[src/logic/sll_map.vh]
// Purpose: Register offsets, field positions, reset values and timing
// Assumes: APB byte addressing, one 32-bit word per register
// Notes: Definitions only
`ifndef SLL_MAP_VH
`define SLL_MAP_VH

// Register byte offsets
`define SLL_ADDR_W 8
`define SLL_OFF_CTRL 8'h00
`define SLL_OFF_STATUS 8'h04
`define SLL_OFF_SLOT_MASK 8'h08
`define SLL_OFF_INT_STAT 8'h0C
`define SLL_OFF_INT_MASK 8'h10
`define SLL_OFF_LOOP_CNT 8'h14

// Control fields
`define SLL_CTRL_MGMT_LOOP 0
`define SLL_CTRL_LAMP_TEST 1
`define SLL_CTRL_W 2
`define SLL_CTRL_RST 2'h0

// Status fields
`define SLL_ST_LOOP 0
`define SLL_ST_LINK 1
`define SLL_ST_SWITCH 2
`define SLL_ST_LEAD 3
`define SLL_ST_MGMT 4
`define SLL_ST_W 5

// Interrupt event fields
`define SLL_EV_LOOP_ON 0
`define SLL_EV_LOOP_OFF 1
`define SLL_EV_LINK_UP 2
`define SLL_EV_LINK_DOWN 3
`define SLL_EV_W 4
`define SLL_INT_RST 4'h0

// Timeslot mask reset: all timeslots active
`define SLL_SLOT_MASK_RST 32'hFFFFFFFF
`define SLL_SLOTS 32
`define SLL_BITS_PER_SLOT 8

// Timing
`define SLL_CLK_KHZ 25000
`define SLL_TICK_MS 1
`define SLL_BLINK_PERIOD_MS 500
`define SLL_BLINK_ON_MS 100

`endif

[src/logic/sll_sync.v]
// Purpose: Two-stage synchroniser for asynchronous levels
// Assumes: Single destination clock
// Notes: First stage feeds only the second stage
`timescale 1ns/1ps

module sll_sync #(
	parameter WIDTH = 1
) (
	input wire clk,
	input wire rst_n,
	input wire [WIDTH-1:0] din,
	output wire [WIDTH-1:0] dout
);

	reg [WIDTH-1:0] meta_reg;
	reg [WIDTH-1:0] sync_reg;

	always @(posedge clk or negedge rst_n) begin
		if (!rst_n) begin
			meta_reg <= {WIDTH{1'b0}};
			sync_reg <= {WIDTH{1'b0}};
		end else begin
			meta_reg <= din;
			sync_reg <= meta_reg;
		end
	end

	assign dout = sync_reg;

endmodule

[src/logic/sll_top.v]
// Purpose: Status LEDs and local loopback control of a line card
// Assumes: Data, strobe and link inputs are synchronous to pclk
// Notes: Switch and lead inputs are asynchronous and synchronised here
//
// Functional notes
// - Transmit LED green for a sent one, yellow for a sent zero.
// - Transmit LED lit only in active timeslots or during lamp test, dark otherwise.
// - Receive LED green for one, yellow for zero, dark when inactive unless lamp test is on.
// - Link LED green while a live line connection is detected.
// - Test mode LED blinks yellow briefly while local loopback is active.
// - In loopback, terminal transmit data is returned on terminal receive.
// - Loopback entered by management, terminal lead or panel switch.
`timescale 1ns/1ps
`include "sll_map.vh"

module sll_top #(
	parameter TICK_CYCLES = `SLL_CLK_KHZ * `SLL_TICK_MS,
	parameter TICK_W = 16,
	parameter BLINK_PERIOD_TICKS = `SLL_BLINK_PERIOD_MS / `SLL_TICK_MS,
	parameter BLINK_ON_TICKS = `SLL_BLINK_ON_MS / `SLL_TICK_MS,
	parameter BLINK_W = 10
) (
	input wire pclk,
	input wire presetn,
	input wire psel,
	input wire penable,
	input wire pwrite,
	input wire [`SLL_ADDR_W-1:0] paddr,
	input wire [31:0] pwdata,
	output reg [31:0] prdata,
	output reg pready,
	output reg pslverr,
	output reg irq,
	input wire bit_strobe,
	input wire frame_start,
	input wire term_txd,
	output reg term_rxd,
	output reg line_txd,
	input wire line_rxd,
	input wire line_signal_detect,
	input wire loopback_panel_switch,
	input wire terminal_loopback_request,
	output reg tx_led_green,
	output reg tx_led_yellow,
	output reg rx_led_green,
	output reg rx_led_yellow,
	output reg link_led_green,
	output reg test_mode_led,
	output reg loopback_active
);

	// Counts cut to counter width on purpose
	localparam integer TICK_LAST_I = TICK_CYCLES - 1;
	localparam integer BLINK_LAST_I = BLINK_PERIOD_TICKS - 1;
	localparam integer BLINK_ON_I = BLINK_ON_TICKS;
	localparam [TICK_W-1:0] TICK_LAST = TICK_LAST_I[TICK_W-1:0];
	localparam [BLINK_W-1:0] BLINK_LAST = BLINK_LAST_I[BLINK_W-1:0];
	localparam [BLINK_W-1:0] BLINK_ON = BLINK_ON_I[BLINK_W-1:0];

	// Register state
	reg [`SLL_CTRL_W-1:0] ctrl_reg;
	reg [31:0] slot_mask_reg;
	reg [`SLL_EV_W-1:0] int_stat_reg;
	reg [`SLL_EV_W-1:0] int_stat_next;
	reg [`SLL_EV_W-1:0] int_mask_reg;
	reg [7:0] loop_cnt_reg;

	// Frame position
	reg [7:0] bit_cnt_reg;
	wire [7:0] cur_bit;
	wire [4:0] cur_slot;
	wire slot_on;

	// Loopback request merge
	wire switch_sync;
	wire lead_sync;
	wire mgmt_req;
	wire loop_req;
	reg link_reg;

	// Blink timing
	reg [TICK_W-1:0] tick_cnt_reg;
	reg tick_reg;
	reg [BLINK_W-1:0] blink_cnt_reg;

	// APB decode
	wire setup_ph;
	wire access_ph;
	wire wr_en;
	wire rd_en;
	reg addr_hit;
	reg [31:0] rd_data;
	wire [`SLL_EV_W-1:0] events;
	wire [`SLL_EV_W-1:0] rd_clear;
	wire lamp_test;

	sll_sync #(
		.WIDTH(1)
	) u_switch_sync (
		.clk(pclk),
		.rst_n(presetn),
		.din(loopback_panel_switch),
		.dout(switch_sync)
	);

	sll_sync #(
		.WIDTH(1)
	) u_lead_sync (
		.clk(pclk),
		.rst_n(presetn),
		.din(terminal_loopback_request),
		.dout(lead_sync)
	);

	assign mgmt_req = ctrl_reg[`SLL_CTRL_MGMT_LOOP];
	assign lamp_test = ctrl_reg[`SLL_CTRL_LAMP_TEST];
	assign loop_req = mgmt_req | switch_sync | lead_sync;

	// Loopback state and link detect
	always @(posedge pclk or negedge presetn) begin
		if (!presetn) begin
			loopback_active <= 1'b0;
			link_reg <= 1'b0;
			loop_cnt_reg <= 8'h00;
		end else begin
			loopback_active <= loop_req;
			link_reg <= line_signal_detect;
			if (loop_req && !loopback_active) begin
				loop_cnt_reg <= loop_cnt_reg + 8'h01;
			end
		end
	end

	assign events[`SLL_EV_LOOP_ON] = loop_req & ~loopback_active;
	assign events[`SLL_EV_LOOP_OFF] = ~loop_req & loopback_active;
	assign events[`SLL_EV_LINK_UP] = line_signal_detect & ~link_reg;
	assign events[`SLL_EV_LINK_DOWN] = ~line_signal_detect & link_reg;

	// Frame bit position and timeslot
	assign cur_bit = frame_start ? 8'h00 : bit_cnt_reg;
	assign cur_slot = cur_bit[7:3];
	assign slot_on = slot_mask_reg[cur_slot];

	always @(posedge pclk or negedge presetn) begin
		if (!presetn) begin
			bit_cnt_reg <= 8'h00;
		end else if (bit_strobe) begin
			bit_cnt_reg <= cur_bit + 8'h01;
		end
	end

	// Data path and activity LEDs
	always @(posedge pclk or negedge presetn) begin
		if (!presetn) begin
			line_txd <= 1'b1;
			term_rxd <= 1'b1;
			tx_led_green <= 1'b0;
			tx_led_yellow <= 1'b0;
			rx_led_green <= 1'b0;
			rx_led_yellow <= 1'b0;
		end else if (lamp_test) begin
			tx_led_green <= 1'b1;
			tx_led_yellow <= 1'b0;
			rx_led_green <= 1'b1;
			rx_led_yellow <= 1'b0;
			if (bit_strobe) begin
				line_txd <= term_txd;
				term_rxd <= loop_req ? term_txd : line_rxd;
			end
		end else if (bit_strobe) begin
			line_txd <= term_txd;
			term_rxd <= loop_req ? term_txd : line_rxd;
			tx_led_green <= slot_on & term_txd;
			tx_led_yellow <= slot_on & ~term_txd;
			rx_led_green <= slot_on & line_rxd;
			rx_led_yellow <= slot_on & ~line_rxd;
		end
	end

	// Link LED
	always @(posedge pclk or negedge presetn) begin
		if (!presetn) begin
			link_led_green <= 1'b0;
		end else begin
			link_led_green <= line_signal_detect | lamp_test;
		end
	end

	// Millisecond tick divider
	always @(posedge pclk or negedge presetn) begin
		if (!presetn) begin
			tick_cnt_reg <= {TICK_W{1'b0}};
			tick_reg <= 1'b0;
		end else if (tick_cnt_reg == TICK_LAST) begin
			tick_cnt_reg <= {TICK_W{1'b0}};
			tick_reg <= 1'b1;
		end else begin
			tick_cnt_reg <= tick_cnt_reg + {{(TICK_W-1){1'b0}}, 1'b1};
			tick_reg <= 1'b0;
		end
	end

	// Test mode blink: brief flash each period during loopback
	always @(posedge pclk or negedge presetn) begin
		if (!presetn) begin
			blink_cnt_reg <= {BLINK_W{1'b0}};
			test_mode_led <= 1'b0;
		end else if (!loopback_active) begin
			blink_cnt_reg <= {BLINK_W{1'b0}};
			test_mode_led <= lamp_test;
		end else begin
			if (tick_reg) begin
				if (blink_cnt_reg == BLINK_LAST) begin
					blink_cnt_reg <= {BLINK_W{1'b0}};
				end else begin
					blink_cnt_reg <= blink_cnt_reg
						+ {{(BLINK_W-1){1'b0}}, 1'b1};
				end
			end
			test_mode_led <= (blink_cnt_reg < BLINK_ON) | lamp_test;
		end
	end

	// APB phases
	assign setup_ph = psel & ~penable;
	assign access_ph = psel & penable & pready;
	assign wr_en = access_ph & pwrite & ~pslverr;
	assign rd_en = access_ph & ~pwrite & ~pslverr;

	// Read mux, evaluated in the setup phase
	always @* begin
		addr_hit = 1'b1;
		rd_data = 32'h00000000;
		case (paddr)
			`SLL_OFF_CTRL: begin
				rd_data[`SLL_CTRL_W-1:0] = ctrl_reg;
			end
			`SLL_OFF_STATUS: begin
				rd_data[`SLL_ST_LOOP] = loopback_active;
				rd_data[`SLL_ST_LINK] = link_reg;
				rd_data[`SLL_ST_SWITCH] = switch_sync;
				rd_data[`SLL_ST_LEAD] = lead_sync;
				rd_data[`SLL_ST_MGMT] = mgmt_req;
			end
			`SLL_OFF_SLOT_MASK: begin
				rd_data = slot_mask_reg;
			end
			`SLL_OFF_INT_STAT: begin
				rd_data[`SLL_EV_W-1:0] = int_stat_reg;
			end
			`SLL_OFF_INT_MASK: begin
				rd_data[`SLL_EV_W-1:0] = int_mask_reg;
			end
			`SLL_OFF_LOOP_CNT: begin
				rd_data[7:0] = loop_cnt_reg;
			end
			default: begin
				addr_hit = 1'b0;
			end
		endcase
	end

	// Zero-wait slave: answer in the first access cycle
	always @(posedge pclk or negedge presetn) begin
		if (!presetn) begin
			pready <= 1'b0;
			pslverr <= 1'b0;
			prdata <= 32'h00000000;
		end else if (setup_ph) begin
			pready <= 1'b1;
			pslverr <= ~addr_hit;
			prdata <= (pwrite || !addr_hit) ? 32'h00000000 : rd_data;
		end else begin
			pready <= 1'b0;
			pslverr <= 1'b0;
		end
	end

	// Writable registers
	always @(posedge pclk or negedge presetn) begin
		if (!presetn) begin
			ctrl_reg <= `SLL_CTRL_RST;
			slot_mask_reg <= `SLL_SLOT_MASK_RST;
			int_mask_reg <= `SLL_INT_RST;
		end else if (wr_en) begin
			case (paddr)
				`SLL_OFF_CTRL: begin
					ctrl_reg <= pwdata[`SLL_CTRL_W-1:0];
				end
				`SLL_OFF_SLOT_MASK: begin
					slot_mask_reg <= pwdata;
				end
				`SLL_OFF_INT_MASK: begin
					int_mask_reg <= pwdata[`SLL_EV_W-1:0];
				end
				default: begin
					ctrl_reg <= ctrl_reg;
				end
			endcase
		end
	end

	// Sticky events, cleared by reading; a new event wins over the clear
	assign rd_clear = (rd_en && paddr == `SLL_OFF_INT_STAT)
		? {`SLL_EV_W{1'b1}} : {`SLL_EV_W{1'b0}};

	always @* begin
		int_stat_next = (int_stat_reg & ~rd_clear) | events;
	end

	always @(posedge pclk or negedge presetn) begin
		if (!presetn) begin
			int_stat_reg <= `SLL_INT_RST;
			irq <= 1'b0;
		end else begin
			int_stat_reg <= int_stat_next;
			irq <= |(int_stat_next & int_mask_reg);
		end
	end

endmodule

[config.mk]
export PLATFORM = sky130hd
export DESIGN_NAME = sll_top
export DESIGN_NICKNAME = d
export VERILOG_FILES = /design/src/logic/sll_sync.v /design/src/logic/sll_top.v
export VERILOG_INCLUDE_DIRS = /design/src /design/src/logic
export SDC_FILE = /design/constraint.sdc
export NUM_CORES = 1
export LEC_CHECK = 0
export CAP_MARGIN = 20
export CELL_PAD_IN_SITES_DETAIL_PLACEMENT = 0
export CELL_PAD_IN_SITES_GLOBAL_PLACEMENT = 1
export CORE_MARGIN = 1.5
export CORE_UTILIZATION = 40
export DETAILED_ROUTE_END_ITERATION = 10
export DONT_BUFFER_PORTS = 1
export GPL_TIMING_DRIVEN = 0
export PLACE_DENSITY = 0.62
export SETUP_SLACK_MARGIN = 0.15
export SYNTH_ARGS = -nofsm -noshare
export SYNTH_HDL_FRONTEND = slang
export SYNTH_SLANG_ARGS = --single-unit
[constraint.sdc]
create_clock -name pclk -period 4.05 [get_ports pclk]
set_clock_uncertainty 0.1 [all_clocks]
set_input_delay 0.81 -clock pclk [delete_from_list [all_inputs] [get_ports pclk]]
set_output_delay 0.81 -clock pclk [all_outputs]
set_load 0.02 [all_outputs]
# Word-level counts from Yosys, hierarchy flattened
# Index checks and enable logic that the tools add are counted.
[classes]
addsub = 4
order_cmp = 2
n_eq_ne = 8
n_reduce_logical = 12
bitwise_logic = 33
n_mux = 28
[op_table]
columns = ["operator", "n"]
rows = [
  ["$mux W32", 1],
  ["$mux W10", 3],
  ["$mux W24", 1],
  ["$add A16 B1 Y16 const B", 1],
  ["$add A8 B1 Y8 const B", 2],
  ["$eq A16 B15 Y1 const B", 1],
  ["$eq A8 B4 Y1 const B", 2],
  ["$eq A8 B5 Y1 const B", 2],
  ["$mux W16", 1],
  ["$and A1 B1 Y1", 15],
  ["$mux W1", 15],
  ["$pmux W2 S6", 1],
  ["$add A10 B1 Y10 const B", 1],
  ["$eq A10 B9 Y1 const B", 1],
  ["$lt A10 B7 Y1 const B", 1],
  ["$not A1 Y1", 10],
  ["$pmux W2 S5", 1],
  ["$and A4 B4 Y4", 2],
  ["$eq A8 B3 Y1 const B", 1],
  ["$logic_not A8 Y1", 1],
  ["$mux W8", 1],
  ["$lt A5 B6 Y1 const B", 1],
  ["$pmux W3 S2", 1],
  ["$reduce_and A2 Y1", 3],
  ["other kinds (13)", 18],
]
[totals]
elab_cells = 114
register_bits = 134
out_inout_bits = 44

# Longest topological paths before layout
# Gate-level depths: netlist (run 1).
[depth]
depth_word = 11
depth_mapped = 8

# Modules after synthesis
# A second synthesis (run 1) with hierarchy kept.
[hier_totals]
cells_unflattened = 518
hier_area_um2 = 6202.2
[modules_own_cells]
columns = ["module", "cells_each", "n_inst", "area_each_um2"]
rows = [
  ["sll_top", 514, 1, 6102.1],
  ["sll_sync", 2, 2, 50.0],
]

# Worst setup path before layout (run 1)
# OpenSTA, ideal clock, no wires.
[synth_timing]
kind = "input port to flip-flop"
start = "in paddr[1]"
end = "reg ctrl_reg[0]"
required_ps = 3825
arrival_time_ps = 2589
slack_ps = 1236
stages = 5
setup_time_ps = 125
path_buffers = 1
path_cell_list = "or4_4 > or3_1 > buf_6 > or4_4 > mux2_4"
[synth_between]
elab_chain_len = 2
[synth_lines]
columns = ["element", "line_no", "text"]
rows = [
  ["from (decl)", "sll_top.v:28", "input wire [`SLL_ADDR_W-1:0] paddr,"],
  ["$logic_not A8 Y1", "sll_top.v:286", "case (paddr)"],
  ["$reduce_and A2 Y1 (no source line)", "--", ""],
  ["to (signal assigned)", "sll_top.v:282", "ctrl_reg <= `SLL_CTRL_RST;"],
  ["to (signal assigned)", "sll_top.v:288", "ctrl_reg <= pwdata[`SLL_CTRL_W-1:0];"],
  ["to (signal assigned)", "sll_top.v:297", "ctrl_reg <= ctrl_reg;"],
  ["to (decl)", "sll_top.v:61", "reg [`SLL_CTRL_W-1:0] ctrl_reg;"],
]
# Every way passes these cells.
# A chain may end at the register's enable or synchronous reset.

# Final worst setup path (run 1)
[layout_timing]
start = "reg bit_cnt_reg[3]"
end = "reg rx_led_green"
[layout_between]
elab_chain_len = 6
[layout_lines]
columns = ["element", "line_no", "text"]
rows = [
  ["from (decl)", "sll_top.v:69", "reg [7:0] bit_cnt_reg;"],
  ["from (signal assigned)", "sll_top.v:148", "bit_cnt_reg <= cur_bit + 8'h01;"],
  ["$mux W8", "sll_top.v:140", "assign cur_bit = frame_start ? 8'h00 : bit_cnt_reg;"],
  ["$bmux W1 S5", "sll_top.v:142", "assign slot_on = slot_mask_reg[cur_slot];"],
  ["$mux W1 (not written as such)", "sll_top.v:142", ""],
  ["$and A1 B1 Y1", "sll_top.v:175", "rx_led_green <= slot_on & line_rxd;"],
  ["$mux W1", "sll_top.v:170", "end else if (bit_strobe) begin"],
  ["$mux W1", "sll_top.v:161", "end else if (lamp_test) begin"],
  ["to (signal assigned)", "sll_top.v:175", ""],
  ["to (decl)", "sll_top.v:45", "output reg rx_led_green,"],
]
# Every way passes these cells. The select of a mux whose other input is x is not followed.

==> results of run 1 <==
## per-layer routing
layer / vias to the layer above / share of wire (%)
li1: 1881 / -
met1: 2061 / 48
met2: 111 / 44
met3: 18 / 7.3
met4: 2 / 1.0
met5: - / 0.089
## through the flow
step / hold WS (ns) / util [%] / setup slack [ns] / total power [uW] / instances
after floorplan: 0.2312 / - / 1.236 / 1639 / 497
after global placement: 0.2726 / 42.83 / 0.9265 / 1706 / 681
after detailed placement: 0.2535 / 42.86 / 0.8952 / 1711 / 682
after CTS: 0.1305 / 47.08 / 1.337 / 3273 / 715
after global routing: 0.1182 / 47.10 / 1.245 / 3388 / 716
final: 0.1549 / 47.10 / 1.295 / 3238 / 716
## kinds of logic after synthesis
| logic type | share of synthesized area [%] |
|---|---|
| and+or+nand+nor | 13.01 |
| DFF | 56.42 |
| AOI/OAI and AO/OA | 11.33 |
| muxes | 11.48 |
| buffers and inverters | 3.139 |
| xor gates and xnor gates | 3.784 |
| adders and majority gates | 0.8316 |
## where the power goes
part           internal, uW  switching [uW]
logic                  95.8             148
registers              1400            73.6
clock network           968             557
## worst paths after layout
kind | start | endpoint | slack (ns) | depth (start not counted)
max in group asynchronous | presetn | bit_cnt_reg[3]$_DFFE_PN0P_ | 3.23 | 1
worst min-delay path | presetn | line_txd$_DFFE_PN1P_ | 0.15 | 0
worst max register to register | bit_cnt_reg[3]$_DFFE_PN0P_ | rx_led_green$_DFFE_PN0P_ | 1.29 | 7
min in group pclk | u_switch_sync.meta_reg$_DFF_PN0_ | u_switch_sync.dout$_DFF_PN0_ | 0.27 | 0
worst min register to register | u_switch_sync.meta_reg$_DFF_PN0_ | u_switch_sync.dout$_DFF_PN0_ | 0.27 | 0
worst max-delay path | bit_cnt_reg[3]$_DFFE_PN0P_ | rx_led_green$_DFFE_PN0P_ | 1.29 | 7
## cell type report
class / instances / area share (%)
multi-input cells: 325 / 35.42
flip-flops and latches: 134 / 49.42
clock buffers: 24 / 7.156
well taps: 184 / 3.350
inverters: 16 / 0.8740
clock inverters: 8 / 1.402
diodes: 1 / 0.03642
plain buffers: 22 / 1.875
repair buffers: 2 / 0.4734
## cells in the final DEF, fill, tap and decap left out, types with 3 or more instances in the layout
master,n
o22ai_1,8
and3_1,7
nand2b_1,10
nand2_1,25
mux2_2,39
clkbuf_16,17
inv_1,14
a222oi_1,3
buf_6,6
xor2_1,11
nand3_1,21
xnor2_1,15
nor2b_1,5
clkbuf_1,18
a22oi_1,3
clkbuf_8,4
a221oi_1,4
a21oi_1,11
nand4_1,6
clkinv_2,4
a22o_1,31
dfstp_2,34
nor2_1,34
nor4b_1,3
a211oi_1,3
nor4_1,6
or3_1,5
mux2i_1,12
o21ai_0,12
mux4_2,4
nor3_1,10
dfrtp_1,100
ha_1,4
## what timing repair did
action	CTS	global route
endpoints found under the hold margin	100	0
hold buffers	1	0
resized for setup	0	0
==> flow_summary_export.csv, run 1 <==
group,metric,value,unit
placed_design,place_area,6254,sq um
detailed_routing,wl_per_cell,20.33,um
placed_design,port_buffers,0,
synthesis,ys_ff_latch,134,
placed_design,dp_hpwl,10020,um
synthesis,yosysWarnings,0,
worst_setup_path,worstPathMaxFanout,9,
clock_network,clk_pin_slew,0.06,ns
floorplan,rows,44,
synthesis,synth_edf_count,0,
detailed_routing,wirelength,14560,um
layout,design_area,6872,sq um
sta,maxSlewViolCount,0,
worst_setup_path,cp_data_arrival_time,2.95,ns
synthesis,synth.top_cell.area_share,41.58,%
synthesis,yosysMostFrequentCell,"dfrtp_1",
synthesis,ys_types,58,
floorplan,fp.dieW,125.7,um
detailed_routing,via_per_inst,5.689,
sta,rsz0062_at_grt,"false",
clock_network,cts_setup_buffers,0,
layout,regArea,3396,sq um
sta,setup_violations,0,
grt,grt_overflow_total,0,
clock_network,clock-sinks,134,
floorplan,die-area,15790,sq um
power,power_density,471.2,nW/um^2
worst_setup_path,worstSetupEndpointType,"flop",
synthesis,ys.flop_type,"dfrtp_1",
worst_setup_path,cp_slowest_cell,"a2111oi_0",
power,p_leak,0.002975,uW
synthesis,syn-num-nets,553,
placed_design,routabilityCongestion,0.7920,
synthesis,synth_seq_area_share,56.42,%
synthesis,synth_cells,497,
synthesis,synth.largest_area_cell,"dfrtp_1",
grt,grtUsageMet1,27.72,%
layout,n_fill_cell,1316,
worst_setup_path,cp_num_buf_inv,2,
worst_setup_path,start_kind,"flop",
worst_setup_path,cp_cell_sequence,"buf_2, inv_2, mux4_2, a2111oi_0, or3b_2, o22ai_1, a221o_1",
grt,grt_pass1_wl,23810,um
grt,grt_max_degree,101,
worst_setup_path,path_class,"flop to flop",
sta,max_slew_margin,46.32,%
grt,grtUsageTotal,19.71,%
detailed_routing,postRouteAntennaNets,0,
grt,met3_usage,7.944,%
clock_network,cts.htree.levels,4,
synthesis,ys_top_cells_by_count,"dfrtp_1, mux2_2, dfstp_2, nor2_1, a22o_1",
sta,tns,0,ns
worst_setup_path,crit_required,4.25,ns
detailed_routing,dr.pass1.iters,5,
layout,multiInputGateArea,2434,sq um
floorplan,io_pins,96,
clock_network,cts_root_buf,"clkbuf_16",
grt,grt_antenna_before_repair,2,
min_path,min_path_type,"input port to asynchronous set/reset pin",
synthesis,synth.area.top_cells,"dfrtp_1, dfstp_2, mux2_2",
worst_setup_path,slowest_delay,0.59,ns
run_status,outcome,"completed",
floorplan,fp.dieH,125.7,um
sta,post-route-period-util,68.03,%
layout,nNetsFinal,574,
floorplan,core,14590,sq um
clock_network,cts_tree,"yes",
power,irDropWorstVdd,0.2847,mV
layout,drive_gt1_share,23.54,%
sta,worstMarginPinSlew,0.7992,ns
flow_run,maxCapViolCount,0,
sta,fin_crit,2.755,ns
clock_network,clock_latency,0.42,ns
synthesis,syn_area_per_cell,12.11,sq um
detailed_routing,route.detailed.drc,0,
detailed_routing,first_iter_violations,320,
sta,fmax,0.3630,GHz
grt,grt_pass1_vias,4163,
detailed_routing,vias,4073,
clock_network,clock_path_buffers,2,
clock_network,cts_buffers,17,
grt,top_usage_layer,"met1",
floorplan,start_util,41.25,%
synthesis,syn_area,6018,sq um
synthesis,synth-async-reset-ratio,100.0,%
grt,met2_usage,27.72,%
sta,final_hold_viol_count,0,
layout,syn_to_final_growth,14.18,%
worst_setup_path,cp_top_family,"compound AO/OA/AOI/OAI gates",
Power figures use the tool's default switching activity.
==> inputs of run 2 (changes only) <==
--- a/config.mk
+++ b/config.mk
@@ -6,6 +6,7 @@
 export SDC_FILE = /design/constraint.sdc
 export NUM_CORES = 1
 export LEC_CHECK = 0
+export ABC_AREA = 1
 export CAP_MARGIN = 20
 export CELL_PAD_IN_SITES_DETAIL_PLACEMENT = 0
 export CELL_PAD_IN_SITES_GLOBAL_PLACEMENT = 1
@@ -14,7 +15,7 @@
 export DETAILED_ROUTE_END_ITERATION = 10
 export DONT_BUFFER_PORTS = 1
 export GPL_TIMING_DRIVEN = 0
-export PLACE_DENSITY = 0.62
+export PLACE_DENSITY = 0.64
 export SETUP_SLACK_MARGIN = 0.15
 export SYNTH_ARGS = -nofsm -noshare
 export SYNTH_HDL_FRONTEND = slang
==> constraint.sdc (replaced) <==
create_clock -name pclk -period 2.75 [get_ports pclk]
set_clock_uncertainty 0.1 [all_clocks]
set_input_delay 0.55 -clock pclk [delete_from_list [all_inputs] [get_ports pclk]]
set_output_delay 0.55 -clock pclk [all_outputs]
set_load 0.02 [all_outputs]
==> run 2 against run 1 <==
Against the previous run: the flow now finishes with violations (negative hold slack); hold slack worse by 0.43 ns; non-clock buffer count fell by 8; first-iteration DRC count down 47%; utilization decreased by 0.57 points; via count is 15% higher; area after synthesis is 7.6% higher; cell count increased by 32%; sequential share of layout area down 3.3 points; die area increased by 7.4%; global-route usage is 1.1 points lower; final area is 7.2% higher; largest cell class unchanged.
==> flow_summary_export.csv, run 2 <==
group,metric,value,unit
floorplan,fp.dieW,130.2,um
sta,max_slew_margin,61.33,%
flow_run,maxCapViolCount,0,
min_path,min_path_type,"input port to asynchronous set/reset pin",
synthesis,synth.top_cell.area_share,38.64,%
sta,worstMarginPinSlew,0.5779,ns
worst_setup_path,cp_cell_sequence,"nand3_1, nor3b_2, nand2_4, buf_6, mux2_4",
placed_design,port_buffers,0,
synthesis,ys.flop_type,"dfrtp_1",
grt,grt_overflow_total,0,
clock_network,cts.htree.levels,4,
layout,syn_to_final_growth,13.72,%
clock_network,clock-sinks,134,
synthesis,synth.area.top_cells,"dfrtp_1, dfstp_2, nand2_1",
synthesis,synthAdderAreaFrac,0.7728,%
layout,multiInputGateArea,2711,sq um
synthesis,ys_ff_latch,134,
layout,final_cell_mix,"nand2_1, dfrtp_1, nand3_1, inv_1, nor2_1",
synthesis,yosys.area_share.simple,27.65,%
synthesis,synthMuxAreaShare,6.472,%
grt,grt_pass1_vias,4834,
sta,final_hold_viol_count,134,
synthesis,yosysWarnings,0,
synthesis,synth.largest_area_cell,"dfrtp_1",
sta,whs,-0.2732,ns
layout,post-route-util,46.53,%
synthesis,synth_top_family_by_area,"simple AND/OR/NAND/NOR gates",
grt,grt_max_degree,135,
sta,setup_slack,0.7593,ns
worst_setup_path,worstPathMaxFanout,10,
clock_network,clock_path_buffers,2,
sta,setup_violations,0,
worst_setup_path,start_kind,"flop",
layout,regArea,3396,sq um
clock_network,cts_setup_buffers,0,
sta,maxSlewViolCount,0,
power,p_leak,0.003477,uW
detailed_routing,vias,4689,
synthesis,syn_area_per_cell,9.332,sq um
clock_network,cts-resized-gates,0,
synthesis,yosysMostFrequentCell,"nand2_1",
floorplan,rows,46,
clock_network,cts_root_buf,"clkbuf_16",
detailed_routing,via_per_inst,4.978,
clock_network,cts_buffers,17,
power,power_density,624.2,nW/um^2
worst_setup_path,crit_cells,5,
run_status,violations,"negative hold slack",
synthesis,ys_types,42,
worst_setup_path,crit_required,2.99,ns
layout,layout_commonest_cell,"nand2_1",
floorplan,start_util,40.92,%
synthesis,synth_seq_area_share,52.43,%
run_status,outcome,"complete, but fails checks",
clock_network,cts_tree,"yes",
placed_design,placed_cells,910,
synthesis,synth_edf_count,0,
synthesis,syn_area,6476,sq um
floorplan,io_pins,96,
power,power.switching,1005,uW
layout,design_area,7365,sq um
worst_setup_path,cp_data_arrival_time,2.23,ns
placed_design,place_area,6746,sq um
detailed_routing,postRouteAntennaNets,0,
synthesis,synth_cells,694,
floorplan,die-area,16960,sq um
synthesis,syn-num-nets,750,
grt,grt_pass1_wl,24340,um
sta,post-route-period-util,72.39,%
grt,grtUsageTotal,18.64,%
layout,fin_cells,942,
synthesis,synth_xor_xnor_area_share,2.705,%
floorplan,fp.dieH,130.2,um
detailed_routing,wl_per_cell,15.58,um
worst_setup_path,rr_worst_depth,5,
power,pwr-share-clk,51.0,%
placed_design,dp_hpwl,10760,um
placed_design,routabilityCongestion,0.8091,
placed_design,pre_cts_ws,0.6903,ns
power,swShare,21.87,%
detailed_routing,route.detailed.drc,0,
floorplan,core,15830,sq um
power,p_comb_share,3.1,%
clock_network,clk_pin_slew,0.06,ns
worst_setup_path,slowest_delay,0.48,ns
detailed_routing,wirelength,14680,um
sta,fin_crit,1.991,ns
synthesis,synth-async-reset-ratio,100.0,%
power,pwr-share-seq,45.9,%
worst_setup_path,cp_num_buf_inv,1,
worst_setup_path,cp_slowest_cell,"nor3b_2",
worst_setup_path,cp_top_family,"simple AND/OR/NAND/NOR gates",
grt,grt_antenna_before_repair,0,
layout,drive_gt1_share,21.07,%
sta,rsz0062_at_grt,"false",
clock_network,clock_latency,0.42,ns
worst_setup_path,path_class,"flop to flop",
synthesis,synth_compound_area_share,4.270,%
synthesis,ys_top_cells_by_count,"nand2_1, dfrtp_1, nand3_1",
layout,nNetsFinal,769,
layout,n_fill_cell,1550,
worst_setup_path,worstSetupEndpointType,"flop",
detailed_routing,first_iter_violations,170,
detailed_routing,dr.pass1.iters,4,
sta,fmax,0.5023,GHz
layout,antenna_cells,0,
power,p_int,3592,uW
power,irDropWorstVdd,0.4321,mV
sta,tns,0,ns
-- run 2: cell count changes in the layout (fill, tap and decap cells not counted), sizes merged, moves of 10 or more --
| cell | before | now |
|---|---|---|
| nor2 | 34 | 51 |
| a22o | 31 | 0 |
| o21ai | 12 | 29 |
| mux2i | 12 | 1 |
| nand2 | 25 | 198 |
| nand2b | 10 | 0 |
| xnor2 | 15 | 4 |
| inv | 15 | 58 |
| mux2 | 42 | 29 |
| nand3 | 21 | 91 |
| clkbuf | 39 | 25 |
-- run 2: logic make-up (layout without fill, tap and decap cells) --
kind of cell | Yosys count | after routing
and+or+nand+nor | 378 | 378
buffers and inverters | 78 | 110
DFF | 134 | 134
adders and majority gates | 4 | 4
AOI/OAI and AO/OA | 50 | 50
xor gates and xnor gates | 20 | 20
muxes | 30 | 30
-- run 2: worst paths after layout --
path | from | end | slack [ns]
min in group pclk | line_signal_detect | link_reg$_DFF_PN0_ | 0.06
worst min-delay path | presetn | pready$_DFF_PN0_ | -0.27
worst min register to register | u_lead_sync.meta_reg$_DFF_PN0_ | u_lead_sync.dout$_DFF_PN0_ | 0.25
worst max-delay path | pready$_DFF_PN0_ | slot_mask_reg[14]$_DFFE_PN1P_ | 0.76
worst max register to register | pready$_DFF_PN0_ | slot_mask_reg[14]$_DFFE_PN1P_ | 0.76
max in group asynchronous | presetn | slot_mask_reg[14]$_DFFE_PN1P_ | 2.56
-- run 2: metal layers --
metal  routed length [um]  share of wire (%)  GRT usage (%)
met1                 7209                 49          25.35
met4                  238                1.6          7.451
met3                  677                4.6          4.305
met5                    0                  0              0
met2                 6555                 45          28.76
-- run 2: area by class of cell --
type	count	area share, %
buffer	16	1.767
clock buffer	20	6.337
clock inverter	12	2.056
inverter	62	3.245
multi-input combinational	482	36.82
sequential	134	46.11
tap	216	3.670
-- run 2: metrics by stage --
stage | hold WS (ns) | total power, uW
floorplan | 0.1544 | 2236
CTS | -0.2920 | 4657
detailed placement | 0.1579 | 2286
global route | -0.2943 | 4774
finish | -0.2732 | 4597
global placement | 0.1578 | 2275
-- run 2: power groups by stage --
stage	registers, uW	logic (uW)	clock network, uW
3_5_place_dp	2140	144	0
2_1_floorplan	2120	112	0
3_3_place_gp	2140	136	0
6_report	2110	143	2340
4_1_cts	2110	145	2400
5_1_grt	2120	164	2490
==> inputs of run 3 (changes only) <==
==> constraint.sdc (replaced) <==
create_clock -name pclk -period 2.1 [get_ports pclk]
set_clock_uncertainty 0.1 [all_clocks]
set_input_delay 0.42 -clock pclk [delete_from_list [all_inputs] [get_ports pclk]]
set_output_delay 0.42 -clock pclk [all_outputs]
set_load 0.02 [all_outputs]
==> run 3 against run 2 <==
Against the previous run: the flow still finishes with violations (negative hold slack); cell count grew 0.64%; fmax grew 9.5%; final area grew 1.0%; combinational power grew 37%; die area is the same; first-iteration DRC count shrank 7.1%; clock power grew 31%; non-clock buffer count grew 5; critical path depth is the same; critical path type unchanged; highest routed layer unchanged.
==> flow_summary_export.csv, run 3 (same netlist as run 2, synthesis figures left out) <==
group,metric,value,unit
run_status,outcome,"complete, but fails checks",
run_status,violations,"negative hold slack",
sta,setup_violations,0,
worst_setup_path,cp_cell_sequence,"nand3_1, nor3b_4, nand2_4, buf_6, mux2_4",
floorplan,io_pins,96,
detailed_routing,postRouteAntennaNets,0,
flow_run,maxCapViolCount,0,
clock_network,cts_root_buf,"clkbuf_16",
worst_setup_path,cp_top_family,"simple AND/OR/NAND/NOR gates",
detailed_routing,vias,4736,
placed_design,routabilityCongestion,0.8091,
grt,grt_pass1_vias,4837,
detailed_routing,route.detailed.drc,0,
placed_design,port_buffers,0,
sta,fmax,0.5498,GHz
sta,final_hold_viol_count,134,
worst_setup_path,r2r_start,"pready$_DFF_PN0_",
worst_setup_path,r2r-end,"slot_mask_reg[14]$_DFFE_PN1P_",
power,power.switching,1319,uW
power,p_leak,0.003505,uW
floorplan,fp.dieW,130.2,um
worst_setup_path,worstPathMaxFanout,10,
grt,grt_overflow_total,0,
clock_network,clock_path_buffers,2,
power,pwr-share-clk,50.9,%
sta,maxSlewViolCount,0,
layout,nNetsFinal,774,
layout,syn_to_final_growth,14.90,%
clock_network,clock-sinks,134,
clock_network,cts.htree.levels,4,
floorplan,core,15830,sq um
worst_setup_path,cp_slowest_cell,"dfrtp_1",
worst_setup_path,endpoint,"slot_mask_reg[14]$_DFFE_PN1P_",
clock_network,clk_pin_slew,0.06,ns
layout,drive_gt1_share,21.75,%
worst_setup_path,crit_cells,5,
clock_network,cts_buffers,17,
min_path,min_path_type,"input port to asynchronous set/reset pin",
power,pwr-share-seq,45.8,%
clock_network,holdBufCountCts,4,
layout,post-route-util,47.01,%
layout,layout_commonest_cell,"nand2_1",
grt,grtUsageTotal,18.66,%
layout,final_cell_mix,"nand2_1, dfrtp_1, nand3_1, inv_1, nor2_1",
worst_setup_path,crit_required,2.34,ns
detailed_routing,wl_per_cell,15.60,um
grt,grt_max_degree,135,
power,swShare,21.88,%
worst_setup_path,worstSetupStartpoint,"pready$_DFF_PN0_",
worst_setup_path,reg2reg_slack,0.28,ns
worst_setup_path,path_class,"flop to flop",
sta,max_slew_margin,63.52,%
power,power_density,810.3,nW/um^2
detailed_routing,dr.pass1.iters,4,
floorplan,rows,46,
placed_design,dp_hpwl,10760,um
grt,grt_pass1_wl,24370,um
detailed_routing,via_per_inst,4.996,
detailed_routing,wirelength,14790,um
sta,whs,-0.4041,ns
detailed_routing,first_iter_violations,158,
worst_setup_path,start_kind,"flop",
sta,tns,0,ns
worst_setup_path,slowest_delay,0.45,ns
floorplan,fp.dieH,130.2,um
sta,fin_crit,1.819,ns
clock_network,cts_tree,"yes",
sta,worstMarginPinSlew,0.5431,ns
power,p_int,4710,uW
floorplan,die-area,16960,sq um
worst_setup_path,cp_data_arrival_time,2.06,ns
worst_setup_path,rr_worst_depth,5,
power,irDropWorstVdd,0.5666,mV
worst_setup_path,cp_num_buf_inv,1,
sta,post-route-period-util,86.61,%
grt,grt_antenna_before_repair,0,
sta,rsz0062_at_grt,"true",
worst_setup_path,worstSetupEndpointType,"flop",
clock_network,clock_latency,0.42,ns
floorplan,start_util,40.92,%
power,p_comb_share,3.2,%
[run 3: worst min path at each step]
stage,slack (ns),cells past startpoint,to,from
6_report,-0.40,0,pready$_DFF_PN0_,presetn
5_1_grt,-0.42,0,pready$_DFF_PN0_,presetn
4_1_cts,-0.42,0,pready$_DFF_PN0_,presetn
3_5_place_dp,0.03,0,pready$_DFF_PN0_,presetn
3_3_place_gp,0.03,0,pready$_DFF_PN0_,presetn
2_1_floorplan,0.02,0,bit_cnt_reg[0]$_DFFE_PN0P_,presetn
[run 3: layout make-up]
cell class | count | area, sq um
diodes | 1 | 2.502
plain buffers | 16 | 132.6
clock inverters | 12 | 151.4
clock buffers | 20 | 466.7
inverters | 62 | 239.0
flip-flops and latches | 134 | 3396
multi-input cells | 482 | 2735
repair buffers | 5 | 47.55
well taps | 216 | 270.3
fillers | 1553 | 8387
[run 3: power by group through the flow]
stage	Clock, uW	Combinational, uW	Sequential (uW)
2_1_floorplan	0	147	2780
3_3_place_gp	0	178	2800
3_5_place_dp	0	188	2810
4_1_cts	3150	197	2760
5_1_grt	3260	224	2780
6_report	3070	196	2760
[run 3: metal layers]
layer	track usage (%)	vias up	share of wire, %
met1	25.39	2285	49
met5	0	-	0
met4	7.451	0	1.6
li1	-	2340	-
met2	28.79	93	45
met3	4.305	18	4.5
[run 3: what timing repair did]
| item | CTS | global route |
|---|---|---|
| pin swaps | 0 | 1 |
| gates resized for setup | 1 | 6 |
| buffers inserted | 0 | 1 |
| cloned | 0 | 0 |
| endpoints found under the setup margin | 20 | 30 |
| hold endpoints to repair | 138 | 134 |
[run 3: worst register-to-register path, cell delays in order, from the launching register on]
cell and delay [ns]:
dfrtp_1 0.45, nand3_1 0.18, nor3b_4 0.34, nand2_4 0.17
buf_6 0.20, mux2_4 0.31
[run 3: metrics by stage]
stage	total power, uW	std cells	setup WS [ns]	instance area [sq um]
3_3_place_gp	2979	910	0.1430	6746
2_1_floorplan	2928	694	0.4773	6476
4_1_cts	6106	946	0.1984	7411
3_5_place_dp	2994	910	0.1285	6746
5_1_grt	6261	947	0.1411	7438
6_report	6029	948	0.2813	7441
